File: src/core/cvc_consts.svh
// Purpose: Shared constants of the core voltage control block
// Assumes: 200 MHz system clock
// Notes:   Timing counts derive from the printed times and the clock period
`ifndef CVC_CONSTS_SVH
`define CVC_CONSTS_SVH

// Command byte layout
`define CVC_VCODE_MSB      3
`define CVC_VCODE_LSB      0
`define CVC_SLEW_MSB       5
`define CVC_SLEW_LSB       4
`define CVC_CMD_USED       6

// Reset values of the command fields
`define CVC_VCODE_DEF      4'h9
`define CVC_SLEW_DEF       2'h1

// Reference converter scale in millivolts
`define CVC_VREF_BASE_MV   850
`define CVC_VREF_STEP_MV   50

// Timing: overvoltage persistence, least time rounded up
`define CVC_CLK_PS         5000
`define CVC_OV_PERSIST_PS  1500000
`define CVC_OV_CYC         ((`CVC_OV_PERSIST_PS + `CVC_CLK_PS - 1) / `CVC_CLK_PS)
`define CVC_UV_CYC         1

// Bus framing
`define CVC_BITS_PER_BYTE  4'h8

`endif

File: src/core/cvc_pkg.sv
// Purpose: Types of the core voltage control block
// Assumes: Constants come from cvc_consts.svh
// Notes:   Target state machine and slew code names
package cvc_pkg;

    typedef enum logic [1:0] {
        CVC_SLEW_5UA,
        CVC_SLEW_10UA,
        CVC_SLEW_25UA,
        CVC_SLEW_47UA
    } cvc_slew_t;

    typedef enum {
        CVC_ST_IDLE,
        CVC_ST_ADDR,
        CVC_ST_AACK,
        CVC_ST_WDAT,
        CVC_ST_WACK,
        CVC_ST_RDAT,
        CVC_ST_RACK,
        CVC_ST_SKIP
    } cvc_state_t;

endpackage : cvc_pkg

File: src/core/cvc_hyst_if.sv
// Purpose: Carries set, clear and flag of one hysteresis monitor
// Assumes: All signals on clk_i of the top
// Notes:   One instance per monitored condition
`timescale 1ns/10ps
`default_nettype none

interface cvc_hyst_if;
    logic set;
    logic clr;
    logic flag;

    modport mon  (input set, input clr, output flag);
    modport user (output set, output clr, input flag);
endinterface : cvc_hyst_if

`default_nettype wire

File: src/core/cvc_top.sv
// Purpose: Core voltage control: bus target, command register, fault logic
// Assumes: Comparator results arrive as asynchronous levels; bus pins sampled
// Notes:   Reset stands in for power-on reset
//
// Functional notes
// - Slew code selects exactly one of four ramp current sources.
// - Slew code resets to 01, the 10 uA source.
// - Codes 00, 10, 11 select 5, 25, 47 uA sources.
// - Output above 112 percent for over 1.5 us flags overvoltage, three-states switch node.
// - Overvoltage clears only when output falls back to 106 percent.
// - Undervoltage flags below 88 percent, clears at 90 percent.
// - Overcurrent limits current; persisting undervoltage drops power good.
// - Power good low until all three outputs regulate, then released.
// - Power good follows fault state directly, never latched.
// - Battery good above 2.8 V, stays good until below 2.6 V.
// - One enable switches all three regulators together.
// - On address match target holds data low during ninth clock.
// - Each written byte is acknowledged low in ninth clock.
// - Bytes continue, separated by acknowledge, until stop or repeated start.
// - Written byte latched at acknowledge clock rise, applied at once.
// - Reference converter takes the 4-bit voltage code.
// - Read direction shifts command register out, one bit per clock.
// - Target works at standard and fast bus rates.
// - Voltage code maps 0.85 V to 1.6 V in 50 mV steps.
// - Select high turns bus pins plus two pins into code inputs.
// - Core target resets to 1.3 V under bus control.
// - Command register keeps codes while regulators are disabled.
`timescale 1ns/10ps
`default_nettype none
`include "cvc_consts.svh"

module cvc_top
    import cvc_pkg::*;
#(
    parameter logic [6:0] TGT_ADDR = 7'h2A,  // Arbitrary target address
    parameter int         OV_CYC   = `CVC_OV_CYC
) (
    input  wire logic        clk_i,
    input  wire logic        srst_i,
    input  wire logic        scl_i,
    input  wire logic        sda_i,
    output var  logic        sda_o,
    output var  logic        sda_oe_o,
    input  wire logic        vcode_b2_i,
    input  wire logic        vcode_b3_i,
    input  wire logic        code_source_select_i,
    input  wire logic        enable_i,
    input  wire logic        vout_over_set_i,
    input  wire logic        vout_over_hold_i,
    input  wire logic        vout_under_set_i,
    input  wire logic        vout_under_hold_i,
    input  wire logic        overcurrent_i,
    input  wire logic        memory_ldo_ok_i,
    input  wire logic        pll_ldo_ok_i,
    input  wire logic        batt_above_hi_i,
    input  wire logic        batt_below_lo_i,
    output var  logic        power_good_out_o,
    output var  logic        power_good_out_oe_o,
    output var  logic        battery_fault_n_o,
    output var  logic        regs_enable_o,
    output var  logic        phase_tristate_o,
    output var  logic        current_limit_o,
    output var  logic [3:0]  ramp_src_sel_o,
    output var  logic [3:0]  dac_code_o,
    output var  logic [10:0] vref_mv_o,
    output var  logic [7:0]  cmd_reg_o
);
    localparam int NS = 15;

    if (OV_CYC < 1 || OV_CYC > 65535) begin : g_chk
        $error("cvc_top: OV_CYC out of range");
    end

    // One-hot ramp source for a slew code
    function automatic logic [3:0] slew_onehot(input logic [1:0] code);
        slew_onehot = 4'h1 << code;
    endfunction : slew_onehot

    // Synchronised inputs
    logic [NS-1:0] raw;
    logic [NS-1:0] syn;
    logic          scl_s, sda_s, vb2_s, vb3_s, sel_s, en_s;
    logic          ovs_s, ovh_s, uvs_s, uvh_s, oc_s, mem_s, pll_s, bhi_s, blo_s;

    assign raw = {scl_i, sda_i, vcode_b2_i, vcode_b3_i, code_source_select_i,
                  enable_i, vout_over_set_i, vout_over_hold_i, vout_under_set_i,
                  vout_under_hold_i, overcurrent_i, memory_ldo_ok_i, pll_ldo_ok_i,
                  batt_above_hi_i, batt_below_lo_i};

    cvc_sync #(
        .W       (NS),
        .RST_VAL (15'h6000)
    ) u_sync (
        .clk_i   (clk_i),
        .srst_i  (srst_i),
        .async_i (raw),
        .sync_o  (syn)
    );

    assign {scl_s, sda_s, vb2_s, vb3_s, sel_s, en_s, ovs_s, ovh_s, uvs_s,
            uvh_s, oc_s, mem_s, pll_s, bhi_s, blo_s} = syn;

    // Fault monitors
    cvc_hyst_if ov_if ();
    cvc_hyst_if uv_if ();
    cvc_hyst_if bat_if ();

    assign ov_if.set  = ovs_s;
    assign ov_if.clr  = !ovh_s;
    assign uv_if.set  = uvs_s;
    assign uv_if.clr  = !uvh_s;
    assign bat_if.set = bhi_s;
    assign bat_if.clr = blo_s;

    cvc_hyst #(.SET_CYC(OV_CYC)) u_ov (
        .clk_i  (clk_i),
        .srst_i (srst_i),
        .mon    (ov_if)
    );

    cvc_hyst #(.SET_CYC(`CVC_UV_CYC)) u_uv (
        .clk_i  (clk_i),
        .srst_i (srst_i),
        .mon    (uv_if)
    );

    cvc_hyst #(.SET_CYC(1)) u_bat (
        .clk_i  (clk_i),
        .srst_i (srst_i),
        .mon    (bat_if)
    );

    // Bus edge detection state
    logic       scl_p_q, sda_p_q;
    logic       scl_rise, scl_fall, bus_start, bus_stop, bus_on;

    always_ff @(posedge clk_i) begin
        if (srst_i) begin
            scl_p_q <= 1'b1;
            sda_p_q <= 1'b1;
        end else begin
            scl_p_q <= scl_s;
            sda_p_q <= sda_s;
        end
    end

    // Edge and framing events; the select pin turns the bus off
    always_comb begin
        bus_on    = !sel_s;
        scl_rise  = bus_on && scl_s && !scl_p_q;
        scl_fall  = bus_on && !scl_s && scl_p_q;
        bus_start = bus_on && scl_s && scl_p_q && !sda_s && sda_p_q;
        bus_stop  = bus_on && scl_s && scl_p_q && sda_s && !sda_p_q;
    end

    // Target state machine
    cvc_state_t st_q, st_d;
    logic [3:0] cnt_q, cnt_d;
    logic [7:0] sh_q, sh_d;
    logic       rw_q, rw_d;
    logic       nack_q, nack_d;
    logic       oe_q, oe_d;
    logic [5:0] cmd_q, cmd_d;

    always_comb begin
        st_d   = st_q;
        cnt_d  = cnt_q;
        sh_d   = sh_q;
        rw_d   = rw_q;
        nack_d = nack_q;
        oe_d   = oe_q;
        cmd_d  = cmd_q;                    // Held across disable
        if (!bus_on) begin
            st_d = CVC_ST_IDLE;
            oe_d = 1'b0;
        end else if (bus_start) begin      // Also repeated start
            st_d  = CVC_ST_ADDR;
            cnt_d = 4'h0;
            oe_d  = 1'b0;
        end else if (bus_stop) begin
            st_d = CVC_ST_IDLE;
            oe_d = 1'b0;
        end else if (scl_rise) begin
            case (st_q)
                CVC_ST_ADDR, CVC_ST_WDAT: begin
                    sh_d  = {sh_q[6:0], sda_s};  // MSB first
                    cnt_d = cnt_q + 4'h1;
                end
                CVC_ST_RDAT: begin
                    cnt_d = cnt_q + 4'h1;
                end
                CVC_ST_WACK: begin
                    cmd_d = sh_q[`CVC_CMD_USED-1:0];
                end
                CVC_ST_RACK: begin
                    nack_d = sda_s;
                end
                default: begin
                end
            endcase
        end else if (scl_fall) begin
            case (st_q)
                CVC_ST_ADDR: begin
                    if (cnt_q == `CVC_BITS_PER_BYTE) begin
                        if (sh_q[7:1] == TGT_ADDR) begin
                            st_d = CVC_ST_AACK;
                            rw_d = sh_q[0];
                            oe_d = 1'b1;
                        end else begin
                            st_d = CVC_ST_SKIP;
                        end
                    end
                end
                CVC_ST_AACK: begin
                    cnt_d = 4'h0;
                    if (rw_q) begin
                        st_d = CVC_ST_RDAT;
                        sh_d = {2'b00, cmd_q};
                        oe_d = 1'b1;               // Bit 7 is zero: pull low
                    end else begin
                        st_d = CVC_ST_WDAT;
                        oe_d = 1'b0;
                    end
                end
                CVC_ST_WDAT: begin
                    if (cnt_q == `CVC_BITS_PER_BYTE) begin
                        st_d = CVC_ST_WACK;
                        oe_d = 1'b1;
                    end
                end
                CVC_ST_WACK: begin
                    st_d  = CVC_ST_WDAT;
                    cnt_d = 4'h0;
                    oe_d  = 1'b0;
                end
                CVC_ST_RDAT: begin
                    if (cnt_q == `CVC_BITS_PER_BYTE) begin
                        st_d = CVC_ST_RACK;
                        oe_d = 1'b0;
                    end else begin
                        oe_d = !sh_q[6];
                        sh_d = {sh_q[6:0], 1'b0};
                    end
                end
                CVC_ST_RACK: begin
                    cnt_d = 4'h0;
                    if (nack_q) begin
                        st_d = CVC_ST_SKIP;
                    end else begin
                        st_d = CVC_ST_RDAT;
                        sh_d = {2'b00, cmd_q};
                        oe_d = 1'b1;
                    end
                end
                default: begin
                end
            endcase
        end
    end

    always_ff @(posedge clk_i) begin
        if (srst_i) begin
            st_q   <= CVC_ST_IDLE;
            cnt_q  <= 4'h0;
            sh_q   <= 8'h00;
            rw_q   <= 1'b0;
            nack_q <= 1'b0;
            oe_q   <= 1'b0;
            cmd_q  <= {`CVC_SLEW_DEF, `CVC_VCODE_DEF};
        end else begin
            st_q   <= st_d;
            cnt_q  <= cnt_d;
            sh_q   <= sh_d;
            rw_q   <= rw_d;
            nack_q <= nack_d;
            oe_q   <= oe_d;
            cmd_q  <= cmd_d;
        end
    end

    // Output stage next values
    logic [3:0]  code_d, ramp_d;
    logic [10:0] vref_d;
    logic        pg_d, tri_d;
    logic [3:0]  code_q, ramp_q;
    logic [10:0] vref_q;
    logic        pg_q, tri_q, en_q, oc_q, bat_q, sdaoe_q;

    always_comb begin
        if (sel_s) begin
            code_d = {vb3_s, vb2_s, sda_s, scl_s};
        end else begin
            code_d = cmd_q[`CVC_VCODE_MSB:`CVC_VCODE_LSB];
        end
        vref_d = 11'(`CVC_VREF_BASE_MV + `CVC_VREF_STEP_MV * int'(code_d));
        ramp_d = slew_onehot(cmd_q[`CVC_SLEW_MSB:`CVC_SLEW_LSB]);
        pg_d   = en_s && !ov_if.flag && !uv_if.flag
                 && mem_s && pll_s;
        tri_d  = ov_if.flag || !en_s;
    end

    always_ff @(posedge clk_i) begin
        if (srst_i) begin
            code_q  <= `CVC_VCODE_DEF;
            ramp_q  <= 4'h2;
            vref_q  <= 11'h514;
            pg_q    <= 1'b0;
            tri_q   <= 1'b1;
            en_q    <= 1'b0;
            oc_q    <= 1'b0;
            bat_q   <= 1'b0;
            sdaoe_q <= 1'b0;
        end else begin
            code_q  <= code_d;
            ramp_q  <= ramp_d;
            vref_q  <= vref_d;
            pg_q    <= pg_d;
            tri_q   <= tri_d;
            en_q    <= en_s;
            oc_q    <= oc_s;
            bat_q   <= bat_if.flag;
            sdaoe_q <= oe_q && bus_on;
        end
    end

    // Open-drain pins only ever drive low
    assign sda_o               = 1'b0;
    assign sda_oe_o            = sdaoe_q;
    assign power_good_out_o    = 1'b0;
    assign power_good_out_oe_o = !pg_q;
    assign battery_fault_n_o   = bat_q;
    assign regs_enable_o       = en_q;
    assign phase_tristate_o    = tri_q;
    assign current_limit_o     = oc_q;
    assign ramp_src_sel_o      = ramp_q;
    assign dac_code_o          = code_q;
    assign vref_mv_o           = vref_q;
    assign cmd_reg_o           = {2'b00, cmd_q};
endmodule : cvc_top

`default_nettype wire

File: src/core/cvc_sync.sv
// Purpose: Two flip-flop synchroniser for a vector of asynchronous levels
// Assumes: Each bit is an independent level
// Notes:   First stage feeds only the second stage
`timescale 1ns/10ps
`default_nettype none

module cvc_sync #(
    parameter int           W       = 1,
    parameter logic [W-1:0] RST_VAL = '0
) (
    input  wire logic         clk_i,
    input  wire logic         srst_i,
    input  wire logic [W-1:0] async_i,
    output var  logic [W-1:0] sync_o
);
    logic [W-1:0] meta_q;
    logic [W-1:0] meta_d;
    logic [W-1:0] sync_q;
    logic [W-1:0] sync_d;

    if (W < 1) begin : g_chk
        $error("cvc_sync: W must be at least 1");
    end

    // Next values
    always_comb begin
        meta_d = async_i;
        sync_d = meta_q;
    end

    // Two stages
    always_ff @(posedge clk_i) begin
        if (srst_i) begin
            meta_q <= RST_VAL;
            sync_q <= RST_VAL;
        end else begin
            meta_q <= meta_d;
            sync_q <= sync_d;
        end
    end

    assign sync_o = sync_q;
endmodule : cvc_sync

`default_nettype wire

File: src/core/cvc_hyst.sv
// Purpose: Set/clear flag with hysteresis and a set persistence count
// Assumes: set and clr are synchronous levels
// Notes:   Flag rises after set has held SET_CYC cycles; a set that has held that long wins over clr
`timescale 1ns/10ps
`default_nettype none

module cvc_hyst #(
    parameter int SET_CYC = 1
) (
    input  wire logic clk_i,
    input  wire logic srst_i,
    cvc_hyst_if.mon   mon
);
    localparam int CW = $clog2(SET_CYC + 1);

    logic [CW-1:0] cnt_q;
    logic [CW-1:0] cnt_d;
    logic          flag_q;
    logic          flag_d;

    if (SET_CYC < 1 || SET_CYC > 65535) begin : g_chk
        $error("cvc_hyst: SET_CYC out of range");
    end

    // Persistence counter and flag update
    always_comb begin
        cnt_d  = cnt_q;
        flag_d = flag_q;
        if (!mon.set) begin
            cnt_d = '0;
        end else if (cnt_q != CW'(SET_CYC)) begin
            cnt_d = cnt_q + 1'b1;
        end
        if (mon.set && cnt_q >= CW'(SET_CYC - 1)) begin
            flag_d = 1'b1;
        end else if (mon.clr) begin
            flag_d = 1'b0;
        end
    end

    always_ff @(posedge clk_i) begin
        if (srst_i) begin
            cnt_q  <= '0;
            flag_q <= 1'b0;
        end else begin
            cnt_q  <= cnt_d;
            flag_q <= flag_d;
        end
    end

    assign mon.flag = flag_q;
endmodule : cvc_hyst

`default_nettype wire

File: config.mk
export PLATFORM = sky130hd
export DESIGN_NAME = cvc_top
export DESIGN_NICKNAME = d
export VERILOG_FILES = /design/src/core/cvc_pkg.sv /design/src/core/cvc_hyst_if.sv /design/src/core/cvc_top.sv /design/src/core/cvc_sync.sv /design/src/core/cvc_hyst.sv
export VERILOG_INCLUDE_DIRS = /design/src /design/src/core
export SDC_FILE = /design/constraint.sdc
export NUM_CORES = 1
export LEC_CHECK = 0
export ABC_CLOCK_PERIOD_IN_PS = 4300
export BUFFER_PORTS_ARGS = -buffer_cell sky130_fd_sc_hd__buf_4
export CORE_ASPECT_RATIO = 0.9
export CORE_MARGIN = 10
export CORE_UTILIZATION = 45
export CTS_CLUSTER_DIAMETER = 60
export DETAILED_ROUTE_END_ITERATION = 12
export SETUP_SLACK_MARGIN = 0.15
export SYNTH_ARGS = -nofsm -noshare
export SYNTH_HDL_FRONTEND = slang
export SYNTH_HIERARCHICAL = 1
export SYNTH_SLANG_ARGS = --single-unit
File: constraint.sdc
create_clock -name clk_i -period 4.3 [get_ports clk_i]
set_input_delay 0.43 -clock clk_i [delete_from_list [all_inputs] [get_ports clk_i]]
set_output_delay 0.43 -clock clk_i [all_outputs]
set_load 0.05 [all_outputs]
# After elaboration in Yosys (flattened, before gate mapping)
# Index checks and enable logic that the tools add are counted.
# Widths: inputs -> output; s select.
[word_totals]
ff_bits = 124
output_inout_bits = 35
elab_cells = 162
[classes]
addsub = 5
mul = 1
n_lt_le_gt_ge = 3
eq_ne = 26
shift = 1
n_mux = 40
n_bitwise = 7
n_reduce_logical = 52
[ops]
columns = ["op", "n"]
rows = [
  ["$pmux 32 s6", 1],
  ["$eq 32x3->1 const B", 3],
  ["$mux 32", 3],
  ["$eq 32x2->1 const B", 2],
  ["$mux 8", 6],
  ["$eq 32x1->1 const B", 1],
  ["$mux 4", 7],
  ["$pmux 8 s3", 1],
  ["$mux 1", 18],
  ["$logic_and 1x1->1", 17],
  ["$reduce_and 5->1", 3],
  ["$ne 2x2->1 const B", 6],
  ["$ne 4x4->1 const B", 3],
  ["$reduce_and 6->1", 2],
  ["$add 10x10->11 const A", 1],
  ["$logic_not 1->1", 10],
  ["$reduce_or 2->1", 5],
  ["$add 9x1->9 const B", 1],
  ["$ge 9x9->1 const B", 1],
  ["$mul 5x4->9 const A", 1],
  ["$ne 3x3->1 const B", 3],
  ["$ne 9x9->1 const B", 1],
  ["$reduce_and 9->1", 1],
  ["$reduce_bool 3->1", 3],
  ["22 further kinds", 35],
]

# Logic depth before layout (Yosys ltp)
# Gate-level depths: netlist (run 1).
[depth]
ltp_word = 8
depth_mapped = 10
ltp_nobuf = 9

# By module
# The synthesis (run 1) kept the hierarchy.
[modules_own_cells]
columns = ["module", "instances", "cells_per_inst", "area_per_inst_um2"]
rows = [
  ["cvc_top", 1, 270, 2507.4],
  ["cvc_sync", 1, 63, 809.5],
  ["cvc_hyst at u_ov", 1, 61, 521.8],
  ["cvc_hyst at u_bat ...", 2, 4, 38.8],
]

# Worst setup path after synthesis (run 1)
# No wires, ideal clock.
[synth_path]
path_type = "register to register"
start = "register cmd_q[0]"
end = "register vref_q[10], in the netlist vref_mv_o[10]"
setup_ns = 0.127
t_arrival_ns = 2.707
slack_ns = 1.466
stages_incl_launch_ff = 9
path_buffers = 0
period_less_slack_ns = 2.834
cell_sequence = "dfxtp_1 > mux2_2 > ha_1 > ha_1 > fa_1 > a31oi_1 > xnor2_1 > or2_2 > or3b_1"
[synth_between]
elab_chain_len = 3
[synth_rtl]
columns = ["item", "line", "rtl"]
rows = [
  ["from (decl)", "cvc_top.sv:163", "logic [5:0] cmd_q, cmd_d;"],
  ["from (signal assigned)", "cvc_top.sv:269", "cmd_q <= {`CVC_SLEW_DEF, `CVC_VCODE_DEF};"],
  ["from (signal assigned)", "cvc_top.sv:277", "cmd_q <= cmd_d;"],
  ["$mux 4", "cvc_top.sv:290", "if (sel_s) begin"],
  ["net code_d[0]", "cvc_top.sv:282", "logic [3:0] code_d, ramp_d;"],
  ["$mul 5x4->9 (no line)", "-", ""],
  ["$add 10x10->11 (no line)", "-", ""],
  ["to (signal assigned)", "cvc_top.sv:316", "vref_q <= vref_d;"],
  ["to (decl)", "cvc_top.sv:286", "logic [10:0] vref_q;"],
]
# The timed path passes the listed nets, and every way through them passes these cells.
# A chain may end at the register's enable or synchronous reset.

# Worst setup path in the final report (run 1)
[layout_path]
start = "register u_sync.sync_q[10], in the netlist u_sync/sync_o[10]"
end = "register vref_q[10], in the netlist vref_mv_o[10]"
[layout_between]
elab_chain_len = 3
[layout_rtl]
columns = ["item", "line", "rtl"]
rows = [
  ["from (decl)", "cvc_sync.sv:18", "logic [W-1:0] sync_q;"],
  ["from (signal assigned)", "cvc_sync.sv:38", "sync_q <= sync_d;"],
  ["$mux 4", "cvc_top.sv:290", ""],
  ["net code_d[0]", "cvc_top.sv:282", ""],
  ["$mul 5x4->9 (no line)", "-", ""],
  ["$add 10x10->11 (no line)", "-", ""],
]
# The timed path passes the listed nets, and every way through them passes these cells.

==> run summary, run 1 <==
Number of flops mapped to enable cells by yosys = 0
Netlist Area Pre-Place = 0.00392 mm2
Final critical-path share of the clock period = 75.0%
Routability Congestion = 0.834
Worst Reg2Reg Path Length in Cells = 8
Worst hold path stage count = 2
IR Drop Worst-Case VDD = 0.000249 V
First-pass iteration count of the detailed router = 4
Most frequent cells in the layout = sky130_fd_sc_hd__dfxtp_1, sky130_fd_sc_hd__buf_4, sky130_fd_sc_hd__nor2_1
Cell count after synthesis = 402
Worst-path fanout max = 12
Worst r2r dst = vref_mv_o[10]$_SDFF_PP1_
Sequential element share of the synthesized area = 47.0%
GRT overflow = 0
Global-route wire length before repair = 12.8 mm
Synthesis Warnings = 6
Maximum number of pins on one net before global-route repair = 81
Slew of the pin with the lowest slew margin = 0.748 ns
Synthesized area per cell = 9.74 um2
Area fraction of the dominant cell type after synthesis = 47.0%
Effective utilization at floorplan = 45.9%
Critical path's most frequent cell = sky130_fd_sc_hd__ha_1
Worst Path Arrival = 3.47 ns
Setup_tns = 0 ns
Final hold violation count = 0
Fraction of layout instances using a drive strength above 1 = 20.8%
Pwr/cell area = 358 mW/mm2
Worst path slowest cell = sky130_fd_sc_hd__dfxtp_1
Number of pins exceeding their max-slew limit in the final report = 0
Setup repair after global routing missed its margin = no
Cell Rows = 32
Detailed-placement wirelength estimate = 5.23 mm
Proportion of synthesized flip-flops having asynchronous set or reset = 0%
Die Outline Area = 0.0128 mm2
Yosys cell types = 62
Number of buffers added by the clock tree synthesis step = 9
Startpoint of the worst-slack reg-to-reg timing path = u_sync/sync_o[10]$_SDFF_PP0_
Number of antenna violations at the first check in global routing = 0
Time the final worst path needs with I/O delays and setup = 3.23 ns
Sum of routed wire length over all layers = 7.36 mm
Clock Root Buffer = sky130_fd_sc_hd__clkbuf_8
Synth Register Bits = 92
Max-Cap Viols = 0
Clock Pin Slew Worst Setup and Hold Paths = 0.09 ns
Area of the multi-input gates = 0.00185 mm2
Achievable frequency = 310 MHz
Chip width = 118 um
Number of nets at the end of the flow = 474
Count of hold buffers inserted by post-cts repair = 0
R2R setup slack = 1.07 ns
Post-route antenna net violation count = 0
TritonCTS Sinks = 92
Main flop type after synthesis = sky130_fd_sc_hd__dfxtp_1
Post-route cell area = 0.00445 mm2
Worst clock skew = 0.00711 ns
DR iter-0 viols = 129
Buffer count from post-CTS setup fixing = 0
Clock latency reported for the late side of the worst-skew pair = 0.35 ns
Worst min path class = in2reg
Drt drc = 0
Sequential cell area in the final layout = 0.00184 mm2
Startpoint of the worst setup timing path = u_sync/sync_o[10]$_SDFF_PP0_
Total Routing Usage GR = 11.9%
Worst Hold End = u_sync/meta_q[14]$_SDFF_PP1_
Layout overhead on the synthesized area = 13.7%
Count of input and output buffers = 46
Crit. End Element = flop
Static Leak = 1.76 nW
Final setup violating endpoints = 0
Relative max-transition margin = 50.1%
TritonCTS clock tree = yes
Die height = 109 um
Startpoint of the most critical hold path = scl_i
Cells along the critical path = mux2_2 > ha_1 > ha_1 > fa_1 > a31oi_1 > xnor2_1 > or2_2 > or3b_1
Peak per-stage delay on the critical path = 0.68 ns
I/O pin count = 52
Deepest clock path buffer count = 2
Avg WL per Cell = 13.0 um
Ant diodes = 0
Crit-path leading delay family = adder cells
Post-detailed-placement cell area = 0.00427 mm2
Status = finished clean
Most common library cell in the layout ignoring fill and taps = sky130_fd_sc_hd__dfxtp_1
Crit path launch type = flop
Number of H-tree levels = 3
Cts repair resizes = 0
DR vias = 2795
Via count normalized by instance count = 4.93
Critical path data required time = 4.54 ns
Core Footprint = 0.00853 mm2
Number of global-route vias before repair = 2710
Crit path kind = reg2reg
Top cells by area in the synthesized netlist = sky130_fd_sc_hd__dfxtp_1, sky130_fd_sc_hd__nor2b_1, sky130_fd_sc_hd__ha_1
Total buffers and inverters traversed by the critical path = 0
Filler Cell Count = 788
Most area-hungry cell type in the Yosys netlist = sky130_fd_sc_hd__dfxtp_1
## final cells by class
class,count,area share (%)
tap,119,3.34
sequential,92,41.4
inverter,24,2.02
timing repair buffer,46,7.75
clock buffer,9,2.78
multi-input combinational,270,41.5
clock inverter,7,1.26
## routing by layer
metal	track usage, %	part of all wire, %	vias up
met4	4.59	1.2	0
li1	-	-	1433
met3	4.43	5.6	9
met2	18.6	45	51
met1	14.7	48	1302
met5	0	0	-
## flip-flops by register name (all words and copies together), names as in the netlist, 3 cells and up
| signal | count |
|---|---|
| ramp_src_sel_o | 4 |
| u_ov/cnt_q | 9 |
| cnt_q | 4 |
| sh_q | 8 |
| cmd_q | 6 |
| st_q | 3 |
| u_sync/sync_o | 15 |
| vref_mv_o | 10 |
| dac_code_o | 4 |
| u_sync/meta_q | 15 |
## cell usage after synthesis (all sizes together) (5+ instances only)
cell and n:
a211oi 9, a21oi 22, a31oi 7, buf 15
clkbuf 5, dfxtp 92, ha 13, inv 24
mux2i 14, nand2 15, nand2b 9, nand3 11
nor2 37, nor2b 35, nor3 6, o21ai 14
or2 11, or3 9, xnor2 9
## worst max-delay path by stage
stage	slack (ns)	to	depth (start not counted)
final	1.07	vref_mv_o[10]$_SDFF_PP1_	8
after global routing	0.93	vref_mv_o[10]$_SDFF_PP1_	8
after CTS	1.06	vref_mv_o[10]$_SDFF_PP1_	8
after detailed placement	1.08	vref_mv_o[10]$_SDFF_PP1_	8
after global placement	1.19	vref_mv_o[10]$_SDFF_PP1_	8
after floorplan	1.47	vref_mv_o[10]$_SDFF_PP1_	8
## power by group
part / total [W] / internal (W) / leakage (nW) / switching, W
registers: 0.000890 / 0.000877 / 0.751 / 0.0000126
logic: 0.000163 / 0.0000620 / 0.914 / 0.000101
clock network: 0.000542 / 0.000221 / 0.0967 / 0.000322
total: 0.00160 / 0.00116 / 1.76 / 0.000436
## metrics by stage
stage	hold WS, ns	setup WS (ns)	cells	utilization, %	total power [W]
after floorplan	0.383	1.47	406	-	0.00104
after global placement	0.386	1.19	551	50.1	0.00107
after detailed placement	0.389	1.08	551	50.1	0.00108
after CTS	0.238	1.06	567	52.2	0.00162
after global routing	0.240	0.931	567	52.2	0.00167
final	0.258	1.07	567	52.2	0.00160
## cell families (layout without fill, tap and decap cells)
logic type,after synthesis,in the layout,share of synthesized area [%]
AOI/OAI and AO/OA,73,73,12.9
xor gates and xnor gates,10,10,2.24
buffers and inverters,44,86,6.20
and+or+nand+nor,150,150,21.9
adders and majority gates,14,14,4.66
DFF,92,92,47.0
muxes,18,18,4.92
other,1,5,0.0958
Power figures use the tool's default switching activity.
==> run 2, diff against run 1 <==
Settings changed: ABC_AREA from default to 1, ABC_CLOCK_PERIOD_IN_PS 4300 to 2800, PLACE_DENSITY from default to 0.67.
Clock period 4.3 ns to 2.8 ns, I/O delays scaled along.
==> run 2 against run 1 <==
Count of clock-buffer cells in the layout stayed put. Combinational power grew 85%. Via count increased by 18%. Power grew 54%. Final area up 6.7%. Final cell count is 27% higher. Area after synthesis rose by 7.7%. Largest cell class unchanged. Hold slack worse by 0.17 ns. Sequential power is 54% higher. Critical path depth up 4. Core utilization fell by 0.15 points.
==> run summary, run 2 <==
Status = finished clean (unchanged)
Synth Register Bits = 92 (unchanged)
Post-route antenna net violation count = 0 (unchanged)
Slew of the pin with the lowest slew margin = 0.832 ns (was 0.748 ns)
Setup_tns = 0 ns (unchanged)
Worst-path fanout max = 7 (was 12)
Routed met3 length = 393 um (was 410 um)
Detailed-placement wirelength estimate = 6.16 mm (was 5.23 mm)
Endpoint of the most critical setup path = vref_mv_o[9]$_SDFF_PP0_ (was vref_mv_o[10]$_SDFF_PP1_)
Number of global-route vias before repair = 3178 (was 2710)
R2R setup slack = 0.42 ns (was 1.07 ns)
Share of the core filled with cells in the final layout = 52.1% (was 52.2%)
Ant diodes = 0 (unchanged)
Final hold violation count = 0 (unchanged)
Number of pins exceeding their max-slew limit in the final report = 0 (unchanged)
Met2 Wirelength = 3.81 mm (was 3.35 mm)
Yosys cell types = 41 (was 62)
Cell count after synthesis = 552 (was 402)
DR vias = 3294 (was 2795)
Via count normalized by instance count = 4.56 (was 4.93)
Crit path kind = reg2reg (unchanged)
Worst Reg2Reg Path Length in Cells = 12 (was 8)
Cells along the critical path = nand2_1 > o21ai_2 > ha_1 > ha_1 > fa_1 > nand2_1 > o21bai_1 > xnor2_1 > nand2b_1 > nand2_1 > nand2_1 > inv_1 (was mux2_2 > ha_1 > ha_1 > fa_1 > a31oi_1 > xnor2_1 > or2_2 > or3b_1)
Critical path data required time = 3.06 ns (was 4.54 ns)
Count of input and output buffers = 46 (unchanged)
Most area-hungry cell type in the Yosys netlist = sky130_fd_sc_hd__dfxtp_1 (unchanged)
Startpoint of the worst-slack reg-to-reg timing path = u_sync/sync_o[14]$_SDFF_PP1_ (was u_sync/sync_o[10]$_SDFF_PP0_)
Synth top cells by count = sky130_fd_sc_hd__nand2_1, sky130_fd_sc_hd__dfxtp_1, sky130_fd_sc_hd__inv_1 (was sky130_fd_sc_hd__dfxtp_1, sky130_fd_sc_hd__nor2_1, sky130_fd_sc_hd__nor2b_1)
Number of nets at the end of the flow = 627 (was 474)
Min setup slack post-route = 0.421 ns (was 1.07 ns)
Static Leak = 2.28 nW (was 1.76 nW)
Die height = 112 um (was 109 um)
TritonCTS Sinks = 92 (unchanged)
Worst min path class = in2reg (unchanged)
Worst clock skew = 0.00570 ns (was 0.00711 ns)
Pwr/cell area = 516 mW/mm2 (was 358 mW/mm2)
TritonCTS clock tree = yes (unchanged)
Chip width = 122 um (was 118 um)
Post-placement worst setup slack = 0.379 ns (was 1.08 ns)
Fraction of layout instances using a drive strength above 1 = 19.2% (was 20.8%)
Drt drc = 0 (unchanged)
Top metal layer carrying routed signals = met4 (unchanged)
GRT overflow = 0 (unchanged)
Avg WL per Cell = 11.6 um (was 13.0 um)
Peak per-stage delay on the critical path = 0.50 ns (was 0.68 ns)
Crit path launch type = flop (unchanged)
Synthesis Warnings = 6 (unchanged)
Routability Congestion = 0.848 (was 0.834)
Sum of routed wire length over all layers = 8.34 mm (was 7.36 mm)
Main flop type after synthesis = sky130_fd_sc_hd__dfxtp_1 (unchanged)
Total stage count of the critical path = 12 (was 8)
Worst path slowest cell = sky130_fd_sc_hd__dfxtp_1 (unchanged)
Area fraction of the dominant cell type after synthesis = 43.7% (was 47.0%)
Wire length on met1 = 3.99 mm (was 3.52 mm)
Crit. End Element = flop (unchanged)
Startpoint of the worst setup timing path = u_sync/sync_o[14]$_SDFF_PP1_ (was u_sync/sync_o[10]$_SDFF_PP0_)
Effective utilization at floorplan = 46.2% (was 45.9%)
Sequential element share of the synthesized area = 43.7% (was 47.0%)
Most common cell in the synthesized netlist = sky130_fd_sc_hd__nand2_1 (was sky130_fd_sc_hd__dfxtp_1)
Cell Rows = 33 (was 32)
Number of H-tree levels = 3 (unchanged)
Maximum number of pins on one net before global-route repair = 50 (was 81)
Most frequent cells in the layout = sky130_fd_sc_hd__nand2_1, sky130_fd_sc_hd__inv_1, sky130_fd_sc_hd__dfxtp_1 (was sky130_fd_sc_hd__dfxtp_1, sky130_fd_sc_hd__buf_4, sky130_fd_sc_hd__nor2_1)
Most common library cell in the layout ignoring fill and taps = sky130_fd_sc_hd__nand2_1 (was sky130_fd_sc_hd__dfxtp_1)
First-pass iteration count of the detailed router = 4 (unchanged)
Number of flops mapped to enable cells by yosys = 0 (unchanged)
Worst r2r dst = vref_mv_o[9]$_SDFF_PP0_ (was vref_mv_o[10]$_SDFF_PP1_)
Max-Cap Viols = 0 (unchanged)
Relative max-transition margin = 44.5% (was 50.1%)
IR Drop Worst-Case VDD = 0.000279 V (was 0.000249 V)
Top cells by area in the synthesized netlist = sky130_fd_sc_hd__dfxtp_1, sky130_fd_sc_hd__nand2_1, sky130_fd_sc_hd__inv_1 (was sky130_fd_sc_hd__dfxtp_1, sky130_fd_sc_hd__nor2b_1, sky130_fd_sc_hd__ha_1)
Die Outline Area = 0.0137 mm2 (was 0.0128 mm2)
Buffer count from post-CTS setup fixing = 0 (unchanged)
Number of antenna violations at the first check in global routing = 0 (unchanged)
Final critical-path share of the clock period = 84.9% (was 75.0%)
Netlist Area Pre-Place = 0.00422 mm2 (was 0.00392 mm2)
Critical path's most frequent cell = sky130_fd_sc_hd__nand2_1 (was sky130_fd_sc_hd__ha_1)
Synthesized area per cell = 7.64 um2 (was 9.74 um2)
Clock Pin Slew Worst Setup and Hold Paths = 0.09 ns (about the same)
Final setup violating endpoints = 0 (unchanged)
Worst Path Arrival = 2.64 ns (was 3.47 ns)
Crit-path leading delay family = adder cells (unchanged)
Clock latency reported for the late side of the worst-skew pair = 0.36 ns (was 0.35 ns)
Layout overhead on the synthesized area = 12.6% (was 13.7%)
Global-route wire length before repair = 14.3 mm (was 12.8 mm)
Number of buffers added by the clock tree synthesis step = 9 (unchanged)
Filler Cell Count = 855 (was 788)
Cts repair resizes = 0 (unchanged)
Count of hold buffers inserted by post-cts repair = 0 (unchanged)
Setup repair after global routing missed its margin = no (unchanged)
I/O pin count = 52 (unchanged)
Cells after DPL = 707 (was 551)
Core Footprint = 0.00913 mm2 (was 0.00853 mm2)
Total buffers and inverters traversed by the critical path = 1 (was 0)
Time the final worst path needs with I/O delays and setup = 2.38 ns (was 3.23 ns)
Proportion of synthesized flip-flops having asynchronous set or reset = 0% (unchanged)
Total Routing Usage GR = 12.5% (was 11.9%)
Clock Root Buffer = sky130_fd_sc_hd__clkbuf_8 (unchanged)
Achievable frequency = 420 MHz (was 310 MHz)
Deepest clock path buffer count = 2 (unchanged)
Layout Cells excl Fill = 722 (was 567)
DR iter-0 viols = 128 (was 129)
## run 2: changes by cell type in the layout (fill, tap and decap cells not counted), moves of 8 or more
cell                       before  now
sky130_fd_sc_hd__nor2b_1       35    0
sky130_fd_sc_hd__nor2_1        36   69
sky130_fd_sc_hd__nand2_1       15  112
sky130_fd_sc_hd__inv_1         23   91
sky130_fd_sc_hd__mux2i_1       13    0
sky130_fd_sc_hd__nand3_1       10   34
sky130_fd_sc_hd__nor2_2         1    9
sky130_fd_sc_hd__a211oi_1       9    0
## run 2: logic make-up after synthesis
kind of cell	count (synthesis)	share of synthesized area [%]
XOR/XNOR	6	1.25
adder cells (fa/ha/maj)	14	4.33
AND/OR/NAND/NOR	264	29.9
flip-flops	92	43.7
buffers and inverters	115	12.3
other	1	0.0889
AO/OA/AOI/OAI	60	8.48
## run 2: final cells by class
cell class / count / area (um2) / share of cell area, %
Multi-Input combinational cell: 349 / 1870 / 39.4
Clock buffer: 9 / 124 / 2.61
Clock inverter: 6 / 42.5 / 0.895
Tap cell: 122 / 153 / 3.21
Inverter: 98 / 370 / 7.80
Timing Repair Buffer: 46 / 345 / 7.27
Sequential cell: 92 / 1840 / 38.8
## run 2: worst min-delay path, delay by kind of cell
family,cells,cell delay (ns)
AND/OR/NAND/NOR,1,0.04
buffers and inverters,2,0.11
## run 2: per-stage QoR
step	power, W	area [um2]	hold slack [ns]
6_report	0.00245	4750	0.0880
5_1_grt	0.00257	4750	0.102
4_1_cts	0.00248	4750	0.0744
3_5_place_dp	0.00171	4580	0.392
3_3_place_gp	0.00170	4580	0.390
2_1_floorplan	0.00164	4230	0.342
## run 2: per-layer routing
metal / vias to the layer above / GRT usage, %
met1: 1443 / 15.5
met4: 0 / 4.95
met5: - / 0
met3: 11 / 3.54
met2: 60 / 19.9
li1: 1780 / -
## run 2: how the worst min path moves through the flow
stage,from,to,slack (ns),depth (start not counted)
3_3_place_gp,u_sync/meta_q[4]$_SDFF_PP0_,u_sync/sync_o[4]$_SDFF_PP0_,0.39,2
4_1_cts,sda_i,u_sync/meta_q[13]$_SDFF_PP1_,0.07,3
5_1_grt,sda_i,u_sync/meta_q[13]$_SDFF_PP1_,0.10,3
6_report,sda_i,u_sync/meta_q[13]$_SDFF_PP1_,0.09,3
3_5_place_dp,u_sync/meta_q[11]$_SDFF_PP0_,u_sync/sync_o[11]$_SDFF_PP0_,0.39,2
2_1_floorplan,srst_i,u_bat/mon.flag$_SDFFE_PP0P_,0.34,1
## run 2: where the power goes
group | switching [W] | internal [W] | leakage, nW
Combinational | 0.000207 | 0.0000950 | 1.45
Clock | 0.000461 | 0.000317 | 0.0811
Sequential | 0.0000217 | 0.00135 | 0.752
Total | 0.000689 | 0.00176 | 2.28
